### src/logic/esu_pkg.sv
package esu_pkg;
	// ==========================================
	// register map (byte addresses, one word each)
	localparam logic [3:0] ESU_ADDR_TX_CTRL = 4'h0;
	localparam logic [3:0] ESU_ADDR_RX_CTRL = 4'h4;
	localparam logic [3:0] ESU_ADDR_BAUD = 4'h8;
	localparam logic [3:0] ESU_ADDR_DATA = 4'hC;
	// ==========================================
	// tx control fields
	localparam int ESU_TX_CLK_MASTER = 7;
	localparam int ESU_TX_ENABLE = 5;
	localparam int ESU_TX_SYNC = 4;
	localparam int ESU_TX_BREAK = 3;
	localparam int ESU_TX_IDLE = 1;
	// ==========================================
	// rx control fields
	localparam int ESU_RX_PORT_EN = 7;
	localparam int ESU_RX_SINGLE = 5;
	localparam int ESU_RX_CONT = 4;
	localparam int ESU_RX_FRAME_ERR = 2;
	localparam int ESU_RX_OVERRUN = 1;
	localparam int ESU_RX_VALID = 0;
	// ==========================================
	// baud control fields
	localparam int ESU_BD_AUTO_BAUD = 0;
	localparam int ESU_BD_WAKE = 1;
	localparam int ESU_BD_CLK_POL = 4;
	localparam int ESU_BD_WAKE_FLAG = 7;
	localparam int ESU_BD_DIV_LSB = 16;
	localparam int ESU_DIV_W = 16;
	localparam logic [15:0] ESU_DIV_RESET = 16'h0010;
	// ==========================================
	// framing
	localparam logic [3:0] ESU_CHAR_BITS = 4'hA;
	localparam logic [3:0] ESU_BREAK_BITS = 4'hD;
	localparam logic [7:0] ESU_BREAK_DATA = 8'h00;
	localparam logic [7:0] ESU_SYNC_CHAR = 8'h55;
	localparam logic [31:0] ESU_UNMAPPED = 32'h00000000;

	typedef struct packed {
		logic in;
		logic out;
		logic oe;
	} esu_pin_t;
endpackage : esu_pkg

### src/logic/esu_pin_drv.sv
`timescale 1ns/1ps
`default_nettype none
module esu_pin_drv (
	input wire logic serial_port_enable_i,
	input wire logic drive_i,
	input wire logic value_i,
	input wire logic open_drain_i,
	output logic out_o,
	output logic oe_o
);
	import esu_pkg::*;
	wire own_w = serial_port_enable_i & drive_i;
	assign out_o = open_drain_i ? 1'b0 : value_i; // RQ9
	assign oe_o = own_w & ~(open_drain_i & value_i); // RQ9 RQ10
endmodule : esu_pin_drv
`default_nettype wire

### src/logic/esu_top.sv
`timescale 1ns/1ps
`default_nettype none
// Operation
// (RQ1) async mode transmits and receives at the same time.
// (RQ2) sync half-duplex as clock master or slave, selectable clock polarity.
// (RQ3) async transmitter can send a 12-bit break character.
// (RQ4) async mode can flag wake on a received sync break.
// (RQ5) async mode can measure the incoming baud rate automatically.
// (RQ6) software sets serial port enable before pins carry traffic.
// (RQ7) software makes both port C shared pins inputs so the unit owns them.
// (RQ8) the unit switches each owned pin between input and output per mode.
// (RQ9) open-drain select makes the transmit pin only pull low.
// (RQ10) with serial port enable clear the unit drives neither pin.
module esu_top (
	input wire logic clk_i,
	input wire logic rst_i,
	input wire logic wb_cyc_i,
	input wire logic wb_stb_i,
	input wire logic wb_we_i,
	input wire logic [3:0] wb_adr_i,
	input wire logic [3:0] wb_sel_i,
	input wire logic [31:0] wb_dat_i,
	output logic [31:0] wb_dat_o,
	output logic wb_ack_o,
	input wire logic port_c_direction_7_i,
	input wire logic port_c_direction_6_i,
	input wire logic tx_open_drain_select_i,
	input wire logic transmit_pin_i,
	output esu_pkg::esu_pin_t transmit_pin_o,
	input wire logic receive_pin_i,
	output esu_pkg::esu_pin_t receive_pin_o,
	output logic wake_o
);
	import esu_pkg::*;
	typedef enum logic [1:0] {ESU_IDLE, ESU_SHIFT} esu_st_t;
	// ==========================================
	// registers
	logic [7:0] tx_ctrl_r, rx_ctrl_r, baud_ctrl_r;
	logic [ESU_DIV_W-1:0] div_r, brk_cnt_r;
	logic [7:0] tx_data_r, rx_data_r, tx_sh_r, rx_sh_r;
	logic tx_pend_r, rx_valid_r, ack_r, tx_busy_r, tx_brk_r;
	esu_st_t tx_st_r, rx_st_r;
	logic [3:0] tx_bit_r, rx_bit_r;
	logic [ESU_DIV_W-1:0] tx_cnt_r, rx_cnt_r;
	logic tx_line_r, sclk_r, rx_q_r, rx_err_r, ovr_r;
	// ==========================================
	// bus decode
	wire req_w = wb_cyc_i & wb_stb_i & ~ack_r;
	// writes land at the edge that sees ack high, with the request still held
	wire wr_w = wb_cyc_i & wb_stb_i & ack_r & wb_we_i & wb_sel_i[0];
	wire wr_tx_w = wr_w & (wb_adr_i == ESU_ADDR_TX_CTRL);
	wire wr_rx_w = wr_w & (wb_adr_i == ESU_ADDR_RX_CTRL);
	wire wr_bd_w = wr_w & (wb_adr_i == ESU_ADDR_BAUD);
	wire wr_dat_w = wr_w & (wb_adr_i == ESU_ADDR_DATA);
	wire rd_dat_w = req_w & ~wb_we_i & (wb_adr_i == ESU_ADDR_DATA);
	wire serial_port_enable_w = rx_ctrl_r[ESU_RX_PORT_EN]; // RQ6
	wire sync_w = tx_ctrl_r[ESU_TX_SYNC];
	wire master_w = tx_ctrl_r[ESU_TX_CLK_MASTER];
	wire pol_w = baud_ctrl_r[ESU_BD_CLK_POL];
	wire owned_w = serial_port_enable_w & port_c_direction_7_i & port_c_direction_6_i; // RQ7
	wire [7:0] tx_st_bits_w = {tx_ctrl_r[7:2], ~tx_busy_r, tx_ctrl_r[0]};
	wire [7:0] rx_st_bits_w = {rx_ctrl_r[7:3], rx_err_r, ovr_r, rx_valid_r};
	logic [31:0] rd_w;
	always_comb begin
		case (wb_adr_i)
		ESU_ADDR_TX_CTRL: rd_w = {24'h000000, tx_st_bits_w};
		ESU_ADDR_RX_CTRL: rd_w = {24'h000000, rx_st_bits_w};
		ESU_ADDR_BAUD: rd_w = {div_r, 8'h00, baud_ctrl_r};
		ESU_ADDR_DATA: rd_w = {24'h000000, rx_data_r};
		default: rd_w = ESU_UNMAPPED;
		endcase
	end
	assign wb_ack_o = ack_r;
	// ==========================================
	// bit timing: one enable per bit period
	wire tx_tick_w = (tx_cnt_r == div_r);
	wire half_w = (rx_cnt_r == (div_r >> 1));
	wire rx_tick_w = (rx_cnt_r == div_r);
	// sync: data pin shares the receive pin, clock on the transmit pin
	wire sdin_w = receive_pin_i;
	wire rxin_w = sync_w ? 1'b1 : receive_pin_i;
	wire slave_edge_w = sync_w & ~master_w & (transmit_pin_i ^ pol_w) & ~sclk_r; // RQ2
	wire tx_start_w = tx_st_r == ESU_IDLE & tx_pend_r & tx_ctrl_r[ESU_TX_ENABLE] & owned_w;
	logic [ESU_DIV_W-1:0] low_cnt_r;
	wire fall_w = rx_q_r & ~rxin_w;
	wire abd_done_w = baud_ctrl_r[ESU_BD_AUTO_BAUD] & ~rx_q_r & rxin_w & (low_cnt_r != 16'h0000);
	wire [ESU_DIV_W-1:0] abd_div_w = low_cnt_r - 16'h0001;
	wire wake_set_w = baud_ctrl_r[ESU_BD_WAKE] & fall_w & ~sync_w;
	assign wake_o = baud_ctrl_r[ESU_BD_WAKE_FLAG];
	wire rx_en_w = owned_w & (rx_ctrl_r[ESU_RX_CONT] | rx_ctrl_r[ESU_RX_SINGLE]);
	// ==========================================
	// bus and control
	always_ff @(posedge clk_i) begin
		if (rst_i) begin
			ack_r <= 1'b0;
			wb_dat_o <= 32'h00000000;
			tx_ctrl_r <= 8'h00;
			rx_ctrl_r <= 8'h00;
			baud_ctrl_r <= 8'h00;
			div_r <= ESU_DIV_RESET;
			tx_data_r <= 8'h00;
			tx_pend_r <= 1'b0;
		end else begin
			ack_r <= req_w;
			if (req_w)
				wb_dat_o <= rd_w;
			if (wr_tx_w)
				tx_ctrl_r <= wb_dat_i[7:0];
			else if (tx_start_w)
				tx_ctrl_r[ESU_TX_BREAK] <= 1'b0; // RQ3
			if (wr_rx_w)
				rx_ctrl_r <= wb_dat_i[7:0];
			if (wr_bd_w) begin
				baud_ctrl_r <= wb_dat_i[7:0];
				if (wb_sel_i[3:2] == 2'h3)
					div_r <= wb_dat_i[31:16];
			end else if (abd_done_w) begin
				baud_ctrl_r[ESU_BD_AUTO_BAUD] <= 1'b0; // RQ5
				div_r <= abd_div_w;
			end
			if (wake_set_w)
				baud_ctrl_r[ESU_BD_WAKE_FLAG] <= 1'b1; // RQ4
			if (wr_dat_w) begin
				tx_data_r <= wb_dat_i[7:0];
				tx_pend_r <= 1'b1;
			end else if (tx_start_w)
				tx_pend_r <= 1'b0;
		end
	end
	// ==========================================
	// transmitter: async frame or sync shift, independent of receiver
	always_ff @(posedge clk_i) begin
		if (rst_i) begin
			tx_st_r <= ESU_IDLE;
			tx_cnt_r <= 16'h0000;
			tx_bit_r <= 4'h0;
			tx_sh_r <= 8'h00;
			tx_line_r <= 1'b1;
			tx_busy_r <= 1'b0;
			tx_brk_r <= 1'b0;
			sclk_r <= 1'b0;
		end else begin
			sclk_r <= transmit_pin_i ^ pol_w;
			case (tx_st_r)
			ESU_IDLE: begin
				tx_line_r <= 1'b1;
				tx_busy_r <= 1'b0;
				if (tx_start_w) begin
					tx_st_r <= ESU_SHIFT; // RQ1
					tx_brk_r <= tx_ctrl_r[ESU_TX_BREAK] & ~sync_w; // RQ3
					tx_sh_r <= tx_ctrl_r[ESU_TX_BREAK] ? ESU_BREAK_DATA : tx_data_r;
					tx_bit_r <= 4'h0;
					tx_cnt_r <= 16'h0000;
					tx_busy_r <= 1'b1;
					tx_line_r <= sync_w ? tx_data_r[0] : 1'b0;
				end
			end
			ESU_SHIFT: begin
				tx_cnt_r <= tx_tick_w ? 16'h0000 : tx_cnt_r + 16'h0001;
				if ((sync_w & ~master_w) ? slave_edge_w : tx_tick_w) begin
					tx_bit_r <= tx_bit_r + 4'h1;
					if (sync_w) begin
						tx_sh_r <= {1'b0, tx_sh_r[7:1]};
						tx_line_r <= tx_sh_r[1];
						if (tx_bit_r == 4'h7)
							tx_st_r <= ESU_IDLE;
					end else if (tx_brk_r) begin
						tx_line_r <= (tx_bit_r >= ESU_BREAK_BITS - 4'h2); // RQ3
						if (tx_bit_r == ESU_BREAK_BITS - 4'h1)
							tx_st_r <= ESU_IDLE;
					end else begin
						tx_line_r <= (tx_bit_r < 4'h8) ? tx_sh_r[0] : 1'b1;
						tx_sh_r <= {1'b1, tx_sh_r[7:1]};
						if (tx_bit_r == ESU_CHAR_BITS - 4'h1)
							tx_st_r <= ESU_IDLE;
					end
				end
			end
			default: tx_st_r <= ESU_IDLE;
			endcase
		end
	end
	// ==========================================
	// receiver with auto-baud (low time of start bit) and wake detect
	always_ff @(posedge clk_i) begin
		if (rst_i) begin
			rx_st_r <= ESU_IDLE;
			rx_q_r <= 1'b1;
			rx_cnt_r <= 16'h0000;
			rx_bit_r <= 4'h0;
			rx_sh_r <= 8'h00;
			rx_data_r <= 8'h00;
			rx_valid_r <= 1'b0;
			rx_err_r <= 1'b0;
			ovr_r <= 1'b0;
			low_cnt_r <= 16'h0000;
		end else begin
			rx_q_r <= rxin_w;
			low_cnt_r <= (~rxin_w & ~sync_w) ? low_cnt_r + 16'h0001 : 16'h0000;
			if (rd_dat_w)
				rx_valid_r <= 1'b0;
			case (rx_st_r)
			ESU_IDLE: begin
				rx_cnt_r <= 16'h0000;
				rx_bit_r <= 4'h0;
				// sync frame starts with the transmit shift so no stray frame follows it
				if (rx_en_w & ~baud_ctrl_r[ESU_BD_AUTO_BAUD] & (sync_w ? tx_start_w : fall_w))
					rx_st_r <= ESU_SHIFT; // RQ1
			end
			ESU_SHIFT: begin
				rx_cnt_r <= rx_tick_w ? 16'h0000 : rx_cnt_r + 16'h0001;
				if (sync_w ? tx_tick_w : half_w) begin
					rx_bit_r <= rx_bit_r + 4'h1;
					if (rx_bit_r != 4'h0 | sync_w)
						rx_sh_r <= {sdin_w, rx_sh_r[7:1]};
					if (rx_bit_r == (sync_w ? 4'h7 : ESU_CHAR_BITS - 4'h1)) begin
						rx_st_r <= ESU_IDLE;
						rx_data_r <= sync_w ? {sdin_w, rx_sh_r[7:1]} : rx_sh_r;
						rx_err_r <= ~sync_w & ~rxin_w;
						ovr_r <= ovr_r | rx_valid_r;
						rx_valid_r <= 1'b1; // set wins over read clear
					end
				end
			end
			default: rx_st_r <= ESU_IDLE;
			endcase
		end
	end
	// ==========================================
	// pin direction: async tx drives, sync master drives clock
	wire tx_drv_w = ~sync_w | master_w; // RQ8
	// sync clock idles at the polarity level, active half in the second half of each bit
	wire clk_act_w = (tx_cnt_r >= (div_r >> 1)) & (tx_st_r == ESU_SHIFT);
	wire tx_val_w = sync_w ? (clk_act_w ^ pol_w) : tx_line_r; // RQ2
	wire rx_drv_w = sync_w & (tx_st_r == ESU_SHIFT); // RQ8
	esu_pin_drv u_tx_drv (
		.serial_port_enable_i(owned_w),
		.drive_i(tx_drv_w),
		.value_i(tx_val_w),
		.open_drain_i(tx_open_drain_select_i),
		.out_o(transmit_pin_o.out),
		.oe_o(transmit_pin_o.oe)
	);
	esu_pin_drv u_rx_drv (
		.serial_port_enable_i(owned_w),
		.drive_i(rx_drv_w),
		.value_i(tx_line_r),
		.open_drain_i(1'b0),
		.out_o(receive_pin_o.out),
		.oe_o(receive_pin_o.oe)
	);
	assign transmit_pin_o.in = transmit_pin_i;
	assign receive_pin_o.in = receive_pin_i;
endmodule : esu_top
`default_nettype wire

### config.mk
export PLATFORM = sky130hd
export DESIGN_NAME = esu_top
export DESIGN_NICKNAME = d
export VERILOG_FILES = /design/src/logic/esu_pkg.sv /design/src/logic/esu_pin_drv.sv /design/src/logic/esu_top.sv
export SDC_FILE = /design/constraint.sdc
export NUM_CORES = 1
export LEC_CHECK = 0
export BUFFER_PORTS_ARGS = -buffer_cell sky130_fd_sc_hd__buf_4
export CAP_MARGIN = 20
export CORE_MARGIN = 2
export CORE_UTILIZATION = 40
export CTS_BUF_LIST = sky130_fd_sc_hd__clkbuf_16
export DETAILED_ROUTE_END_ITERATION = 8
export PLACE_DENSITY = 0.7
export SETUP_SLACK_MARGIN = 0.02
export SKIP_CTS_REPAIR_TIMING = 1
export SLEW_MARGIN = 20
export SYNTH_ARGS = -nofsm -noshare
export SYNTH_HDL_FRONTEND = slang
export SYNTH_HIERARCHICAL = 1
export SYNTH_SLANG_ARGS = --single-unit
### constraint.sdc
create_clock -name clk_i -period 5.83 [get_ports clk_i]
set_clock_uncertainty 0.2 [all_clocks]
set_input_delay 1.749 -clock clk_i [delete_from_list [all_inputs] [get_ports clk_i]]
set_output_delay 1.749 -clock clk_i [all_outputs]
set_load 0.05 [all_outputs]
==> out/metrics.csv <==
metric,value,unit
status,"finished, final reports clean",
Iter 0 DRT Violations,616,
post-placement cell count,1301,
Leak,3.72,nW
"count leader, synth",dfxtp_1,
worst rel slew slack,33.1,%
Setup Viol. Count Final,0,
met2 Track Usage GR,30.9,%
cell mode on critical path,o21a_1,
GP Congestion,0.849,
total wire length,20900,um
Clock transition at path regs,0.06,ns
GRT Max-Usage Layer,met2,
Hold WC Path Type,flip-flop to flip-flop,
Max-cap violations,0,
PortBufs,72,
TritonCTS Sinks,160,
synth cell count leaders,"160 x dfxtp_1, 111 x nor2_1, 101 x nand2_1",
DP HPWL,14800,um
Critical Path AT,3.35,ns
Root Buffer,clkbuf_16,
worst-margin pin slew,0.995,ns
met1 usage,25.6,%
crit path cell chain,inv_1 -> ha_1 -> o21a_1 -> o2111ai_1 -> o21a_1 -> o311ai_0 -> nand3_1 -> a31oi_1 -> nor2b_2 -> buf_4,
Max Fclk,189,MHz
syn avg cell area,8.28,sq um
Buf/Inv on CP,2,
num ports,90,
Synth cell types,69,
crit path max fanout,6,
H-tree levels,4,
final period utilization,90.9,%
Int Power,1.80,mW
CTS Buf Count,17,
min Tclk post-route,5.30,ns
P_sw,538,uW
crit path kind,flip-flop to primary output,
Initial Util,40.5,%
M3 GR Usage,3.73,%
post-synth top area share,38.0,%
Clock power frac,47.3,%
Non-Filler Instances,1332,
Post-Syn Instances,1018,
DRT Pass-1 Iters,5,
worst stage delay on the critical path,0.77,ns
sequential share of power,47.1,%
total power density per cell area,244,mW/mm^2
Comb power frac,5.6,%
Critical Path RT,3.88,ns
DRC errors left,0,
clk_lat worst skew,0.43,ns
Core ar.,0.0208,sq mm
Setup TNS,0,ns
vias per cell,5.37,
Startpoint Class,flip-flop,
routed vias,7149,
Die X,149,um
initial antenna violation count,0,
Global Route Usage Sum,19.1,%
area grow syn2layout,13.9,%
die height,149,um
post-route antenna net violation count,0,
WL/cell,15.7,um
Synth area leader,dfxtp_1,
Most used DFF post-synth,dfxtp_1,
CP top delay family,compound AO/OA/AOI/OAI gates,
Post-synth EDFFs,0,
Ys Warns,6,
Fin Hold WS,0.255,ns
final core utilization,46.1,%
Core Rows,53,
dominant cells by area after synthesis,"dfxtp_1 38%, xor2_1 6.0%, nor2_1 4.9%",
global-route wire length before repair,34100,um
share of cells above drive strength 1,12.7,%
fin. max-slew vios,0,
"Hold Vio Cnt, Final",0,
vias in the first global route,6753,
fin area,0.00960,sq mm
Worst IR Drop VDD,0.213,mV
CP max stage cell,o311ai_0,
Setup WS post-layout,0.529,ns
Layout Nets,1120,
"worst slack, placed",0.979,ns
Max clock buf depth,2,
grt total ovfl,0,
sequential fraction of the synthesis area,38.0,%
RSZ-0062 raised after global routing,no,
#FFs+latches synth,160,
area post-placement,0.00902,sq mm
largest net degree at the start of global routing,74,
Die ar.,0.0222,sq mm
fraction of registers with async set/reset,0,%
Fillers,2029,
Mapped Area,0.00843,sq mm
CP endpoint kind,primary output,
total power,2.34,mW
CTS tree,built,
Net Sw Frac,23.0,%
diode count,0,
-- routing by layer --
metal / up-vias / wire, um
met5: - / 0
met4: 0 / 482
met3: 35 / 965
met2: 170 / 9700
met1: 3381 / 9730
li1: 3563 / -
-- kinds of logic (layout without fill, tap and decap cells) --
group / Yosys count / in the layout / synth area share, %
compound gates: 190 / 190 / 14.7
xor+xnor: 90 / 90 / 9.44
fa+ha+maj: 25 / 25 / 3.71
buf+inv: 126 / 156 / 6.73
flops: 160 / 160 / 38.0
mux: 40 / 40 / 4.75
other cells: 1 / 10 / 0.0445
simple gates: 386 / 386 / 22.6
-- cells in the final DEF (no fill, tap or decap), types with 10 or more instances in the layout --
cell / Yosys / routed
dfxtp_1: 160 / 160
nor2_1: 111 / 111
nand2_1: 101 / 101
buf_4: 12 / 84
a21oi_1: 68 / 68
nand3_1: 61 / 61
xor2_1: 58 / 58
inv_1: 41 / 41
mux2i_1: 40 / 40
xnor2_1: 31 / 31
o21ai_0: 27 / 27
ha_1: 25 / 25
and3_1: 21 / 21
a211oi_1: 18 / 18
clkbuf_16: 0 / 17
nand4_1: 15 / 15
or3_1: 15 / 15
a211o_1: 12 / 12
nor4_1: 11 / 11
nor3_1: 10 / 10
conb_1: 1 / 10
-- layout make-up --
type / count / area (sq um) / share of cell area, %
clock inverter: 14 / 149 / 1.55
tap: 275 / 344 / 3.58
inverter: 41 / 154 / 1.60
clock buffer: 17 / 425 / 4.43
sequential: 160 / 3200 / 33.4
multi-input combinational: 741 / 4690 / 48.9
timing repair buffer: 84 / 631 / 6.57
-- flip-flops by register name (all words and copies together), names as in the netlist, 4 cells and up --
| register | count |
|---|---|
| baud_ctrl_r | 8 |
| div_r | 16 |
| low_cnt_r | 16 |
| rx_bit_r | 4 |
| rx_cnt_r | 16 |
| rx_ctrl_r | 5 |
| rx_data_r | 8 |
| rx_sh_r | 8 |
| tx_bit_r | 4 |
| tx_cnt_r | 16 |
| tx_ctrl_r | 7 |
| tx_data_r | 8 |
| tx_sh_r | 8 |
| wb_dat_o | 24 |
-- tightest hold or removal path: stages, from the launching register on --
cell	delay, ns
dfxtp_1	0.31
nand2_1	0.05
a21oi_1	0.05
-- path summary, 6_finish.rpt --
check                           slack [ns]    startpoint  cells past startpoint                end
worst max-delay path                  0.53      div_r[3]                     10  transmit_pin_o[1]
worst min-delay path                  0.25  wb_dat_o[16]                      2       wb_dat_o[16]
worst max register to register        2.89  tx_ctrl_r[4]                      7           div_r[4]
worst min register to register        0.25  wb_dat_o[16]                      2       wb_dat_o[16]
-- power groups by stage --
stage               registers [mW]  clock network (mW)  logic, mW
detailed placement            1.13                   0      0.130
finish                        1.10                1.11      0.130
CTS                           1.10                1.12      0.130
global placement              1.13                   0      0.129
global route                  1.10                1.17      0.139
floorplan                     1.14                   0     0.0733
Note: power is estimated with default switching activity, not from simulation.
